==> src/logic/scc_map.vh <==
`ifndef SCC_MAP_VH
`define SCC_MAP_VH
// ----------------------------------------
// widths and codes
// ----------------------------------------
`define SCC_NBITS 14
`define SCC_MSB_W 14'h2000
`define SCC_MID_BIN 14'h2000
`define SCC_MID_TWOS 14'h0000
// mode codes (one-hot)
`define SCC_MODE_NORMAL 3'h1
`define SCC_MODE_FAST 3'h2
`define SCC_MODE_SAVE 3'h4
// config word field positions
`define SCC_CFG_FAST 0
`define SCC_CFG_SAVE 1
`define SCC_CFG_BIP 2
`define SCC_CFG_SPAN 3
`define SCC_CFG_FMT 4
`define SCC_CFG_RST 5'h00
// ----------------------------------------
// timing, 125 MHz reference clock
// ----------------------------------------
`define SCC_CLK_MHZ 125
// conversion step period per mode, in clock cycles
`define SCC_STEP_FAST 4'h4
`define SCC_STEP_NORMAL 4'h5
`define SCC_STEP_SAVE 4'h6
// acquisition time, ns, and its cycle count
`define SCC_ACQ_NS 200
`define SCC_ACQ_CYC ((`SCC_ACQ_NS * `SCC_CLK_MHZ + 999) / 1000)
// fifo
`define SCC_FIFO_W 14
`define SCC_FIFO_D 8
`define SCC_FIFO_AW 3
`endif

==> src/logic/scc_fifo.v <==
// ----------------------------------------
// result fifo, flip-flop storage
// ----------------------------------------
module scc_fifo #(
   parameter W = 14,
   parameter D = 8,
   parameter AW = 3
)(
   input wire i_ref_clk, // clock
   input wire i_rstn, // async reset, low
   input wire i_valid, // write valid
   output wire o_ready, // not full
   input wire [W-1:0] i_data, // write data
   output wire o_valid, // not empty
   input wire i_ready, // read ready
   output wire [W-1:0] o_data // head word
);
   reg [W-1:0] mem_r [0:D-1];
   reg [AW-1:0] wp_r;
   reg [AW-1:0] rp_r;
   reg [AW:0] cnt_r;
   wire wr;
   wire rd;
   assign o_ready = (cnt_r != D);
   assign o_valid = (cnt_r != 0);
   assign o_data = mem_r[rp_r];
   assign wr = i_valid && o_ready;
   assign rd = o_valid && i_ready;
   // pointers and fill count
   always @(posedge i_ref_clk or negedge i_rstn)
   begin
      if (!i_rstn)
      begin
         wp_r <= {AW{1'b0}};
         rp_r <= {AW{1'b0}};
         cnt_r <= {(AW+1){1'b0}};
      end
      else
      begin
         if (wr)
            wp_r <= wp_r + 1'b1;
         if (rd)
            rp_r <= rp_r + 1'b1;
         if (wr && !rd)
            cnt_r <= cnt_r + 1'b1;
         else if (rd && !wr)
            cnt_r <= cnt_r - 1'b1;
      end
   end
   // storage, no reset needed on data
   always @(posedge i_ref_clk)
   begin
      if (wr)
         mem_r[wp_r] <= i_data;
   end
endmodule // scc_fifo

==> src/logic/scc_core.v <==
`include "scc_map.vh"
module scc_core (
   input wire i_ref_clk, // 125 MHz clock
   input wire i_rstn, // async reset, low
   input wire i_conversion_start_n, // start pin, low starts
   input wire i_comp, // comparator decision, 1 keep bit
   input wire i_fast_select, // mode pin fast
   input wire i_save_select, // mode pin power save
   input wire i_bipolar_select, // range pin bipolar
   input wire i_double_span_select, // range pin double span
   input wire i_code_format_select, // 1 binary, 0 twos
   input wire i_sw_config, // 1 use config word
   input wire [4:0] i_cfg_word, // config word
   input wire i_cfg_write, // config word write strobe
   input wire i_serial_out, // 1 serial port, 0 parallel
   input wire i_rd_ready, // reader takes a result
   output reg o_busy, // conversion running
   output reg o_track, // sampling switches closed
   output reg [13:0] o_dac, // trial code to cdac
   output reg o_power_down, // analog circuits off
   output reg [2:0] o_mode, // active mode, one-hot
   output reg o_bipolar, // active bipolar range
   output reg o_double_span, // active double span
   output reg o_par_valid, // parallel result valid
   output reg [13:0] o_par_data, // parallel result
   output reg o_ser_valid, // serial result valid
   output reg [13:0] o_ser_data, // serial result
   output reg o_result_ready // fifo accepts results
);
   // ----------------------------------------
   // pin synchronisers
   // ----------------------------------------
   reg [1:0] cnv_s_r;
   reg cnv_d_r;
   reg [1:0] fast_s_r;
   reg [1:0] save_s_r;
   reg [1:0] bip_s_r;
   reg [1:0] span_s_r;
   reg [1:0] fmt_s_r;
   reg [1:0] comp_s_r;
   wire start_fall;
   // start sync resets high, its idle level, so no false edge after reset
   always @(posedge i_ref_clk or negedge i_rstn)
   begin
      if (!i_rstn)
      begin
         cnv_s_r <= 2'h3;
         cnv_d_r <= 1'b1;
         fast_s_r <= 2'h0;
         save_s_r <= 2'h0;
         bip_s_r <= 2'h0;
         span_s_r <= 2'h0;
         fmt_s_r <= 2'h0;
         comp_s_r <= 2'h0;
      end
      else
      begin
         cnv_s_r <= {cnv_s_r[0], i_conversion_start_n};
         cnv_d_r <= cnv_s_r[1];
         fast_s_r <= {fast_s_r[0], i_fast_select};
         save_s_r <= {save_s_r[0], i_save_select};
         bip_s_r <= {bip_s_r[0], i_bipolar_select};
         span_s_r <= {span_s_r[0], i_double_span_select};
         fmt_s_r <= {fmt_s_r[0], i_code_format_select};
         comp_s_r <= {comp_s_r[0], i_comp};
      end
   end
   assign start_fall = cnv_d_r && !cnv_s_r[1];

   // ----------------------------------------
   // configuration source
   // ----------------------------------------
   reg [4:0] cfg_r;
   // config word comes from logic on this clock, so no synchroniser
   always @(posedge i_ref_clk or negedge i_rstn)
   begin
      if (!i_rstn)
         cfg_r <= `SCC_CFG_RST;
      else if (i_cfg_write)
         cfg_r <= i_cfg_word;
   end

   // mode decode, used for pins and config word alike
   function [2:0] mode_of;
      input f;
      input s;
      begin
         if (f && !s)
            mode_of = `SCC_MODE_FAST;
         else if (!f && s)
            mode_of = `SCC_MODE_SAVE;
         else
            mode_of = `SCC_MODE_NORMAL;
      end
   endfunction

   wire [2:0] mode_req;
   wire bip_req;
   wire span_req;
   wire fmt_req;
   // config word wins; mode pins ignored then
   assign mode_req = i_sw_config ? mode_of(cfg_r[`SCC_CFG_FAST], cfg_r[`SCC_CFG_SAVE])
                                 : mode_of(fast_s_r[1], save_s_r[1]);
   assign bip_req = i_sw_config ? cfg_r[`SCC_CFG_BIP] : bip_s_r[1];
   assign span_req = i_sw_config ? cfg_r[`SCC_CFG_SPAN] : span_s_r[1];
   assign fmt_req = i_sw_config ? cfg_r[`SCC_CFG_FMT] : fmt_s_r[1];

   // ----------------------------------------
   // conversion sequencer
   // ----------------------------------------
   localparam ST_ACQ = 4'h1;
   localparam ST_READY = 4'h2;
   localparam ST_CONV = 4'h4;
   localparam ST_DONE = 4'h8;
   reg [3:0] st_r;
   reg [7:0] acq_r;
   reg [3:0] step_r;
   reg [3:0] bit_r;
   reg [13:0] trial_w_r;
   reg fmt_r;
   reg [13:0] code_r;
   reg push_r;
   wire [3:0] step_len;
   wire fifo_ready;
   // step length sets throughput; power saving trades the longest step
   // for its lower rate, fast mode takes the shortest one
   wire step_save;
   wire step_fast;
   assign step_save = o_mode[2];
   assign step_fast = o_mode[1];
   assign step_len = step_save ? `SCC_STEP_SAVE :
                     (step_fast ? `SCC_STEP_FAST : `SCC_STEP_NORMAL);

   // sequencer; a start edge during conversion is ignored
   always @(posedge i_ref_clk or negedge i_rstn)
   begin
      if (!i_rstn)
      begin
         st_r <= ST_ACQ;
         acq_r <= 8'h00;
         step_r <= 4'h0;
         bit_r <= 4'h0;
         trial_w_r <= 14'h0000;
         o_dac <= 14'h0000;
         o_busy <= 1'b0;
         o_track <= 1'b1;
         o_power_down <= 1'b0;
         o_mode <= `SCC_MODE_NORMAL;
         o_bipolar <= 1'b0;
         o_double_span <= 1'b0;
         fmt_r <= 1'b0;
         code_r <= 14'h0000;
         push_r <= 1'b0;
      end
      else
      begin
         push_r <= 1'b0;
         case (st_r)
            ST_ACQ:
            begin
               o_track <= 1'b1;
               o_power_down <= 1'b0;
               // new config latched during each acquisition
               o_mode <= mode_req;
               o_bipolar <= bip_req;
               o_double_span <= span_req;
               fmt_r <= fmt_req;
               if (acq_r == `SCC_ACQ_CYC - 1)
                  st_r <= ST_READY;
               else
                  acq_r <= acq_r + 8'h01;
            end
            ST_READY:
            begin
               // sample held as tracking stops on the start edge
               if (start_fall)
               begin
                  o_track <= 1'b0;
                  o_busy <= 1'b1;
                  o_dac <= `SCC_MSB_W;
                  trial_w_r <= `SCC_MSB_W;
                  bit_r <= 4'hd;
                  step_r <= 4'h0;
                  st_r <= ST_CONV;
               end
            end
            ST_CONV:
            begin
               // comparator arrives two flops late, so a step needs three cycles
               if (step_r == step_len - 4'h1)
               begin
                  step_r <= 4'h0;
                  // keep or clear trial bit, then try next lower
                  if (bit_r == 4'h0)
                  begin
                     code_r <= comp_s_r[1] ? o_dac : (o_dac & ~trial_w_r);
                     st_r <= ST_DONE;
                  end
                  else
                  begin
                     o_dac <= (comp_s_r[1] ? o_dac : (o_dac & ~trial_w_r))
                              | {1'b0, trial_w_r[13:1]};
                     trial_w_r <= {1'b0, trial_w_r[13:1]};
                     bit_r <= bit_r - 4'h1;
                  end
               end
               else
                  step_r <= step_r + 4'h1;
            end
            ST_DONE:
            begin
               // busy stays high until the fifo has room; the code is stored a cycle later
               if (fifo_ready)
               begin
                  push_r <= 1'b1;
                  o_busy <= 1'b0;
                  // analog off in save mode until acquisition powers it back up
                  o_power_down <= o_mode[2];
                  acq_r <= 8'h00;
                  st_r <= ST_ACQ;
               end
            end
            default:
               st_r <= ST_ACQ;
         endcase
      end
   end

   // ----------------------------------------
   // result buffer and output ports
   // ----------------------------------------
   wire [13:0] coded;
   wire f_valid;
   wire [13:0] f_data;
   wire take;
   // twos complement is binary with the msb flipped
   assign coded = fmt_r ? code_r : {~code_r[13], code_r[12:0]};

   // eight words absorb a slow reader before busy is held high
   scc_fifo #(
      .W(`SCC_FIFO_W),
      .D(`SCC_FIFO_D),
      .AW(`SCC_FIFO_AW)
   ) u_fifo (
      .i_ref_clk(i_ref_clk),
      .i_rstn(i_rstn),
      .i_valid(push_r),
      .o_ready(fifo_ready),
      .i_data(coded),
      .o_valid(f_valid),
      .i_ready(take),
      .o_data(f_data)
   );

   // output stage: head word held until reader takes it
   // a read and a new head in one cycle keep the port full, no bubble
   wire out_full;
   assign out_full = o_par_valid || o_ser_valid;
   assign take = f_valid && (!out_full || i_rd_ready);
   always @(posedge i_ref_clk or negedge i_rstn)
   begin
      if (!i_rstn)
      begin
         o_par_valid <= 1'b0;
         o_ser_valid <= 1'b0;
         o_par_data <= 14'h0000;
         o_ser_data <= 14'h0000;
         o_result_ready <= 1'b0;
      end
      else
      begin
         o_result_ready <= fifo_ready;
         if (take)
         begin
            o_par_valid <= !i_serial_out;
            o_ser_valid <= i_serial_out;
            o_par_data <= i_serial_out ? o_par_data : f_data;
            o_ser_data <= i_serial_out ? f_data : o_ser_data;
         end
         else if (i_rd_ready)
         begin
            o_par_valid <= 1'b0;
            o_ser_valid <= 1'b0;
         end
      end
   end
endmodule // scc_core

==> config.mk <==
export PLATFORM = sky130hd
export DESIGN_NAME = scc_core
export DESIGN_NICKNAME = d
export VERILOG_FILES = /design/src/logic/scc_fifo.v /design/src/logic/scc_core.v
export VERILOG_INCLUDE_DIRS = /design/src /design/src/logic
export SDC_FILE = /design/constraint.sdc
export NUM_CORES = 1
export LEC_CHECK = 0
export ABC_AREA = 1
export BUFFER_PORTS_ARGS = -buffer_cell sky130_fd_sc_hd__buf_4
export CAP_MARGIN = 10
export CORE_MARGIN = 10
export CORE_UTILIZATION = 55
export CTS_BUF_LIST = sky130_fd_sc_hd__clkbuf_2 sky130_fd_sc_hd__clkbuf_4 sky130_fd_sc_hd__clkbuf_8
export DETAILED_ROUTE_END_ITERATION = 10
export PLACE_DENSITY = 0.83
export SLEW_MARGIN = 10
export SYNTH_ARGS = -nofsm -noshare
export SYNTH_HDL_FRONTEND = slang
export SYNTH_SLANG_ARGS = --single-unit
export TNS_END_PERCENT = 30
==> constraint.sdc <==
create_clock -name i_ref_clk -period 5.4 [get_ports i_ref_clk]
set_input_delay 1.08 -clock i_ref_clk [delete_from_list [all_inputs] [get_ports i_ref_clk]]
set_output_delay 1.08 -clock i_ref_clk [all_outputs]
set_load 0.02 [all_outputs]
==> results of run 1 <==
-- worst paths after layout --
kind | depth (start not counted) | start | to | slack, ns
worst max-delay path | 10 | st_r[3]$_DFFE_PN0P_ | trial_w_r[1]$_DFFE_PN0P_ | 2.75
worst min-delay path | 0 | comp_s_r[0]$_DFF_PN0_ | comp_s_r[1]$_DFF_PN0_ | 0.35
worst max register to register | 10 | st_r[3]$_DFFE_PN0P_ | trial_w_r[1]$_DFFE_PN0P_ | 2.75
worst min register to register | 0 | comp_s_r[0]$_DFF_PN0_ | comp_s_r[1]$_DFF_PN0_ | 0.35
max in group asynchronous | 2 | i_rstn | u_fifo.rp_r[1]$_DFFE_PN0P_ | 3.69
min in group asynchronous | 1 | i_rstn | fmt_s_r[0]$_DFF_PN0_ | 0.59
-- flip-flops by register name, summed over array words and instances, names as in the netlist, 2 cells and up --
name and flops:
fast_s_r 2, st_r 4, cnv_s_r 2, code_r 14, u_fifo.wp_r 3, u_fifo.rp_r 3, u_fifo.cnt_r 4, bit_r 4
u_fifo.mem_r 112, o_ser_data 14, cfg_r 5, comp_s_r 2, o_mode 3, step_r 4, span_s_r 2, trial_w_r 14
bip_s_r 2, save_s_r 2, o_dac 14, acq_r 8, fmt_s_r 2, o_par_data 14
-- layout make-up --
class	count	share of cell area, %
clock buffer	59	6.16
clock inverter	12	0.709
inverter	95	3.06
multi-input combinational	594	24.9
sequential	245	57.5
tap	229	2.46
timing repair buffer	80	5.19
-- logic make-up after synthesis --
logic type | share of synthesized area [%]
DFF | 65.9
AOI/OAI and AO/OA | 10.8
buffers and inverters | 5.55
xor gates and xnor gates | 0.689
muxes | 0.111
and+or+nand+nor | 15.2
adders and majority gates | 1.80
-- power groups by stage --
stage / Clock (mW) / Sequential, mW / Combinational [mW]
floorplan: 0 / 2.59 / 1.03
global placement: 0 / 2.51 / 1.61
finish: 1.60 / 2.49 / 1.67
global route: 1.72 / 2.53 / 1.89
CTS: 1.63 / 2.49 / 1.69
detailed placement: 0 / 2.52 / 1.68
-- stage by stage --
| stage | setup slack (ns) | hold WS, ns | power, mW | utilization [%] | std cells |
|---|---|---|---|---|---|
| 2_1_floorplan | 2.80 | 0.331 | 3.62 | - | 978 |
| 3_3_place_gp | 2.58 | 0.333 | 4.12 | 60.0 | 1243 |
| 3_5_place_dp | 2.54 | 0.346 | 4.20 | 60.0 | 1243 |
| 4_1_cts | 2.75 | 0.358 | 5.80 | 64.4 | 1314 |
| 5_1_grt | 2.44 | 0.364 | 6.14 | 64.4 | 1314 |
| 6_report | 2.75 | 0.351 | 5.76 | 64.4 | 1314 |
-- cells in the final DEF, fill, tap and decap left out, types with 13 or more instances in the layout --
cell	synthesis	final
dfrtp_1	127	126
edfxtp_1	112	112
buf_4	2	79
o21ai_1	21	21
nand3_1	40	40
nand4_1	18	18
o21ai_0	123	123
inv_1	93	92
ha_1	13	13
a21oi_1	23	23
clkbuf_8	0	44
o211ai_1	31	31
nor2_1	105	104
clkbuf_4	0	15
nand2_1	192	192
-- critical path: stages (launching register included) --
cell and delay, ns:
dfrtp_1 0.40, inv_1 0.08, nand2_1 0.08, nor2_4 0.45
inv_2 0.30, nand2_1 0.21, inv_2 0.09, nor2_8 0.25
nand2_2 0.41, nand2_1 0.18, nand2_1 0.07
-- routing by layer --
metal  wire, microns  share of wire, %  track usage, %
met1            9060                44            21.7
met2            9760                47            27.9
met3            1360               6.6            4.08
met4             443               2.1            5.80
met5               0                 0               0
==> flow_summary_export.csv, run 1 <==
group,metric,value,unit
timing,finClkSkew,0.0159,ns
logic_synthesis,synth_area,10200,sq um
grt,grt_pass1_vias,6992,
die,ios,71,
power_and_ir_drop,p_leak,5.11,nW
clocking,hold_buffers,0,
final_layout,areaGrowthSynthToFinish,14.6,%
logic_synthesis,synthCells,978,
clocking,clock_latency,0.53,ns
hold_path,hold_class,"register to register",
die,fp.dieW,156,microns
power_and_ir_drop,power.density,494,nW/um^2
logic_synthesis,yosysSeqAreaShare,65.9,%
timing,rsz0062_at_grt,"no",
power_and_ir_drop,ir_drop,0.246,mV
die,core_area,18100,sq um
routing,drt_drc_violations_left,0,
clocking,clk_path_buf_depth,3,
clocking,root_buffer,"clkbuf_8",
clocking,cts_setup_buffers,0,
die,die_y,156,microns
final_layout,final_cell_area,11700,sq um
power_and_ir_drop,p_sw_share,35.4,%
final_layout,seq_area,6700,sq um
die,die-area,24300,sq um
power_and_ir_drop,seqPwrFrac,43.3,%
clocking,clkSinkCount,245,
timing,period_minus_slack,2.65,ns
power_and_ir_drop,clkPwrFrac,27.7,%
grt,grt_max_degree,97,
logic_synthesis,ys_types,35,
worst_setup_path,worst_setup_path_start_kind,"register",
job,max_cap_violations,0,
logic_synthesis,yosysTopAreaCell,"edfxtp_1",
final_layout,n_antenna_cell,0,
logic_synthesis,yosysMostFrequentCell,"nand2_1",
routing,wl_per_cell,15.7,microns
grt,globalRouteTotalUtil,17.0,%
timing,worst_pin_slew,0.970,ns
routing,via_per_inst,5.42,
timing,tns,0,ns
power_and_ir_drop,internal-power,3.72,mW
clocking,cts_tree,"built",
clocking,clk_transition_reported_paths,0.06,ns
worst_setup_path,path_class,"register to register",
logic_synthesis,syn_area_per_cell,10.4,sq um
grt,grt_pass1_wl,34.0,mm
placed_design,hpwlAfterDp,12.9,mm
power_and_ir_drop,comb_power_share,29.0,%
grt,antenna_found_initial,0,
power_and_ir_drop,netSwitchingPower,2.04,mW
grt,overflow,0,
die,initial_utilization,56.2,%
logic_synthesis,synth_common_cells,"nand2_1, dfrtp_1, o21ai_0",
routing,ant_nets,0,
outcome,outcome,"complete, no violations",
logic_synthesis,synth-async-reset-ratio,54.3,%
die,rows,49,
logic_synthesis,yosysWarnings,0,
placed_design,gp_congestion,0.774,
logic_synthesis,synthTopCellsByArea,"edfxtp_1, dfrtp_1, nand2_1",
logic_synthesis,syn-num-nets,1010,
placed_design,placed_area,10900,sq um
routing,drt_iter0_drc,448,
clocking,cts-resized-gates,0,
worst_setup_path,cp-end-kind,"register",
timing,setup_viol,0,
routing,routed_wl,20.6,mm
final_layout,num-fill-cells,1345,
final_layout,fin_nets,1087,
logic_synthesis,ys_ff_latch,245,
routing,vias,7119,
routing,drtPass1Iterations,5,
worst_setup_path,critical_path_required,5.82,ns
clocking,numCtsBuffers,39,
final_layout,drive_gt1_share,15.3,%
worst_setup_path,crit_arrival,3.06,ns
timing,hold_viol,0,
timing,relSlewSlack,35.1,%
timing,finalCritPeriodShare,49.0,%
logic_synthesis,synth_top_area_share,33.1,%
logic_synthesis,ys.flop_type,"dfrtp_1",
worst_setup_path,cp_max_fo,31,
timing,slew_violations,0,
placed_design,io_buffers,70,
timing,fmax,0.378,GHz
final_layout,multiInputGateArea,2910,sq um
logic_synthesis,synth_enable_flop_cells,112,
clocking,htree_levels,2,
Note: power is estimated with default switching activity, not from simulation.
==> inputs of run 2 (changes only) <==
--- a/config.mk
+++ b/config.mk
@@ -6,7 +6,7 @@
 export SDC_FILE = /design/constraint.sdc
 export NUM_CORES = 1
 export LEC_CHECK = 0
-export ABC_AREA = 1
+export ABC_AREA = 0
 export BUFFER_PORTS_ARGS = -buffer_cell sky130_fd_sc_hd__buf_4
 export CAP_MARGIN = 10
 export CORE_MARGIN = 10
==> constraint.sdc (replaced) <==
create_clock -name i_ref_clk -period 2.5 [get_ports i_ref_clk]
set_input_delay 0.5 -clock i_ref_clk [delete_from_list [all_inputs] [get_ports i_ref_clk]]
set_output_delay 0.5 -clock i_ref_clk [all_outputs]
set_load 0.02 [all_outputs]
==> run 2 against run 1 <==
  * Synthesized cell count down 34%
  * Global-route usage decreased by 0.53 points
  * Cell count fell by 23%
  * Largest cell class unchanged
==> flow_summary_export.csv, run 2 <==
group,metric,value,unit
die,rows,49,
final_layout,n_antenna_cell,0,
logic_synthesis,synthTopCellsByArea,"edfxtp_1, dfrtp_1, mux4_2",
logic_synthesis,synthCells,642,
grt,grt_pass1_wl,32.5,mm
final_layout,seq_area,6700,sq um
logic_synthesis,ys_types,61,
routing,vias,5927,
grt,grt_max_degree,134,
final_layout,final_cell_area,12000,sq um
routing,wl_per_cell,19.8,microns
logic_synthesis,ys.flop_type,"dfrtp_1",
timing,fmax,0.411,GHz
routing,wl_met3,1.36,mm
power_and_ir_drop,p_leak,4.52,nW
clocking,root_buffer,"clkbuf_8",
timing,tns,0,ns
outcome,outcome,"complete, no violations",
power_and_ir_drop,p_sw_share,28.3,%
timing,hold_viol,0,
logic_synthesis,synth_common_cells,"dfrtp_1, edfxtp_1, mux2_2",
final_layout,drive_gt1_share,36.9,%
final_layout,num-fill-cells,1232,
power_and_ir_drop,internal-power,8.37,mW
clocking,htree_levels,2,
final_layout,fin_nets,785,
routing,drtPass1Iterations,5,
job,max_cap_violations,0,
grt,globalRouteTotalUtil,16.4,%
timing,period_minus_slack,2.44,ns
power_and_ir_drop,clkPwrFrac,32.2,%
logic_synthesis,syn-num-nets,674,
timing,slew_violations,0,
worst_setup_path,cp-end-kind,"register",
clocking,numCtsBuffers,40,
final_layout,final_common_cell,"dfrtp_1",
worst_setup_path,path_class,"register to register",
power_and_ir_drop,ir_drop,0.833,mV
routing,routed_wl,20.0,mm
routing,via_per_inst,5.86,
timing,hold_slack,0.0884,ns
worst_setup_path,crit_arrival,2.87,ns
routing,top_layer,"met4",
worst_setup_path,critical_path_required,2.93,ns
worst_setup_path,cp_max_fo,4,
final_layout,multiInputGateArea,3220,sq um
logic_synthesis,yosysMostFrequentCell,"dfrtp_1",
final_layout,largest_reg_flops,112,
die,fp.dieW,156,microns
timing,finalCritPeriodShare,97.4,%
logic_synthesis,yosysTopAreaCell,"edfxtp_1",
logic_synthesis,yosysWarnings,0,
routing,met2_length,9.86,mm
timing,setup_viol,0,
die,initial_utilization,56.1,%
die,ios,71,
routing,ant_nets,0,
final_layout,final_core_util,66.7,%
placed_design,io_buffers,70,
placed_design,gp_congestion,0.775,
routing,wl_met1,8.50,mm
die,core_area,18000,sq um
final_layout,areaGrowthSynthToFinish,18.8,%
logic_synthesis,synth_area,10100,sq um
placed_design,placed_area,11000,sq um
timing,relSlewSlack,49.4,%
clocking,hold_buffers,0,
power_and_ir_drop,comb_power_share,24.7,%
power_and_ir_drop,power.density,971,nW/um^2
logic_synthesis,ys_ff_latch,245,
placed_design,hpwlAfterDp,12.7,mm
power_and_ir_drop,total_power,11.7,mW
grt,antenna_found_initial,0,
grt,grt_pass1_vias,6116,
clocking,clk_path_buf_depth,3,
logic_synthesis,synth_top_area_share,33.2,%
timing,worst_pin_slew,0.759,ns
timing,finClkSkew,0.0134,ns
power_and_ir_drop,seqPwrFrac,43.1,%
clocking,cts_tree,"built",
die,die-area,24200,sq um
final_layout,final_cell_mix,"dfrtp_1, edfxtp_1, buf_4",
final_layout,regMostFlops,"u_fifo.mem_r",
logic_synthesis,yosysSeqAreaShare,66.2,%
worst_setup_path,worst_setup_path_start_kind,"register",
routing,drt_drc_violations_left,0,
routing,drt_iter0_drc,411,
die,die_y,156,microns
logic_synthesis,synth_enable_flop_cells,112,
logic_synthesis,synth-async-reset-ratio,54.3,%
clocking,clock_latency,0.52,ns
hold_path,hold_class,"input port to register",
power_and_ir_drop,netSwitchingPower,3.30,mW
clocking,clkSinkCount,245,
clocking,clk_transition_reported_paths,0.06,ns
logic_synthesis,syn_area_per_cell,15.8,sq um
grt,overflow,0,
-- run 2: cell count changes in the layout (fill, tap and decap cells not counted), moves of 14 or more --
cell / change
a21oi_1: -20
buf_4: +19
inv_1: -76
mux2_2: +51
mux4_2: +28
nand2_1: -150
nand3_1: -38
nand4_1: -15
nor2_1: -78
o2111ai_1: +14
o211ai_1: -15
o21ai_0: -98
o21ai_1: -21
-- run 2: final timing paths --
check                                       startpoint                           to  slack, ns  cells past startpoint
min reg2reg                      fast_s_r[0]$_DFF_PN0_        fast_s_r[1]$_DFF_PN0_       0.34                      0
max                        u_fifo.cnt_r[1]$_DFFE_PN0P_  u_fifo.cnt_r[3]$_DFFE_PN0P_       0.06                     10
min                                      i_save_select        save_s_r[0]$_DFF_PN0_       0.09                      1
max reg2reg                u_fifo.cnt_r[1]$_DFFE_PN0P_  u_fifo.cnt_r[3]$_DFFE_PN0P_       0.06                     10
min in group asynchronous                       i_rstn         cfg_r[2]$_DFFE_PN0P_       0.11                      2
max in group asynchronous                       i_rstn  u_fifo.cnt_r[1]$_DFFE_PN0P_       1.88                      2
-- run 2: critical path: stages (launching register included) --
cell,delay (ns)
dfrtp_2,0.45
or3_4,0.39
o22a_1,0.25
inv_2,0.10
ha_4,0.16
inv_4,0.05
ha_4,0.20
a21o_1,0.16
a21oi_2,0.15
mux2i_2,0.28
xnor2_1,0.16
-- run 2: stage by stage --
stage               setup WS [ns]  cells
floorplan                  0.0108    642
global placement            0.120    935
detailed placement        -0.0530    935
CTS                       0.00438   1010
global route             -0.00166   1012
finish                     0.0640   1012
-- run 2: metal layers --
layer,track usage (%),vias up
met5,0,-
met4,4.68,0
met3,4.33,25
met2,26.8,199
met1,21.3,3021
li1,-,2682
-- run 2: power by group through the flow --
stage,clock [mW],sequential (mW),combinational (mW)
finish,3.76,5.03,2.88
global route,4.04,5.09,3.12
detailed placement,0,5.11,2.81
floorplan,0,5.35,1.52
global placement,0,5.07,2.71
CTS,3.83,5.03,2.88
-- run 2: cell families after synthesis --
family	Yosys count	synth area share, %
and+or+nand+nor	107	5.52
xor gates and xnor gates	13	1.13
buffers and inverters	53	2.47
DFF	245	66.2
AOI/OAI and AO/OA	107	8.09
muxes	103	14.8
adders and majority gates	14	1.81
-- run 2: area by class of cell --
cell class / instances / area share [%]
sequential: 245 / 55.7
multi-input combinational: 344 / 26.8
inverter: 18 / 0.583
tap: 229 / 2.38
timing repair buffer: 104 / 7.12
clock inverter: 10 / 0.999
clock buffer: 62 / 6.42
-- run 2: repair_timing --
| action | CTS | global route |
|---|---|---|
| gates resized for setup | 4 | 6 |
| setup endpoints to repair | 1 | 1 |
| pin swaps | 0 | 5 |
| buffers inserted | 3 | 1 |
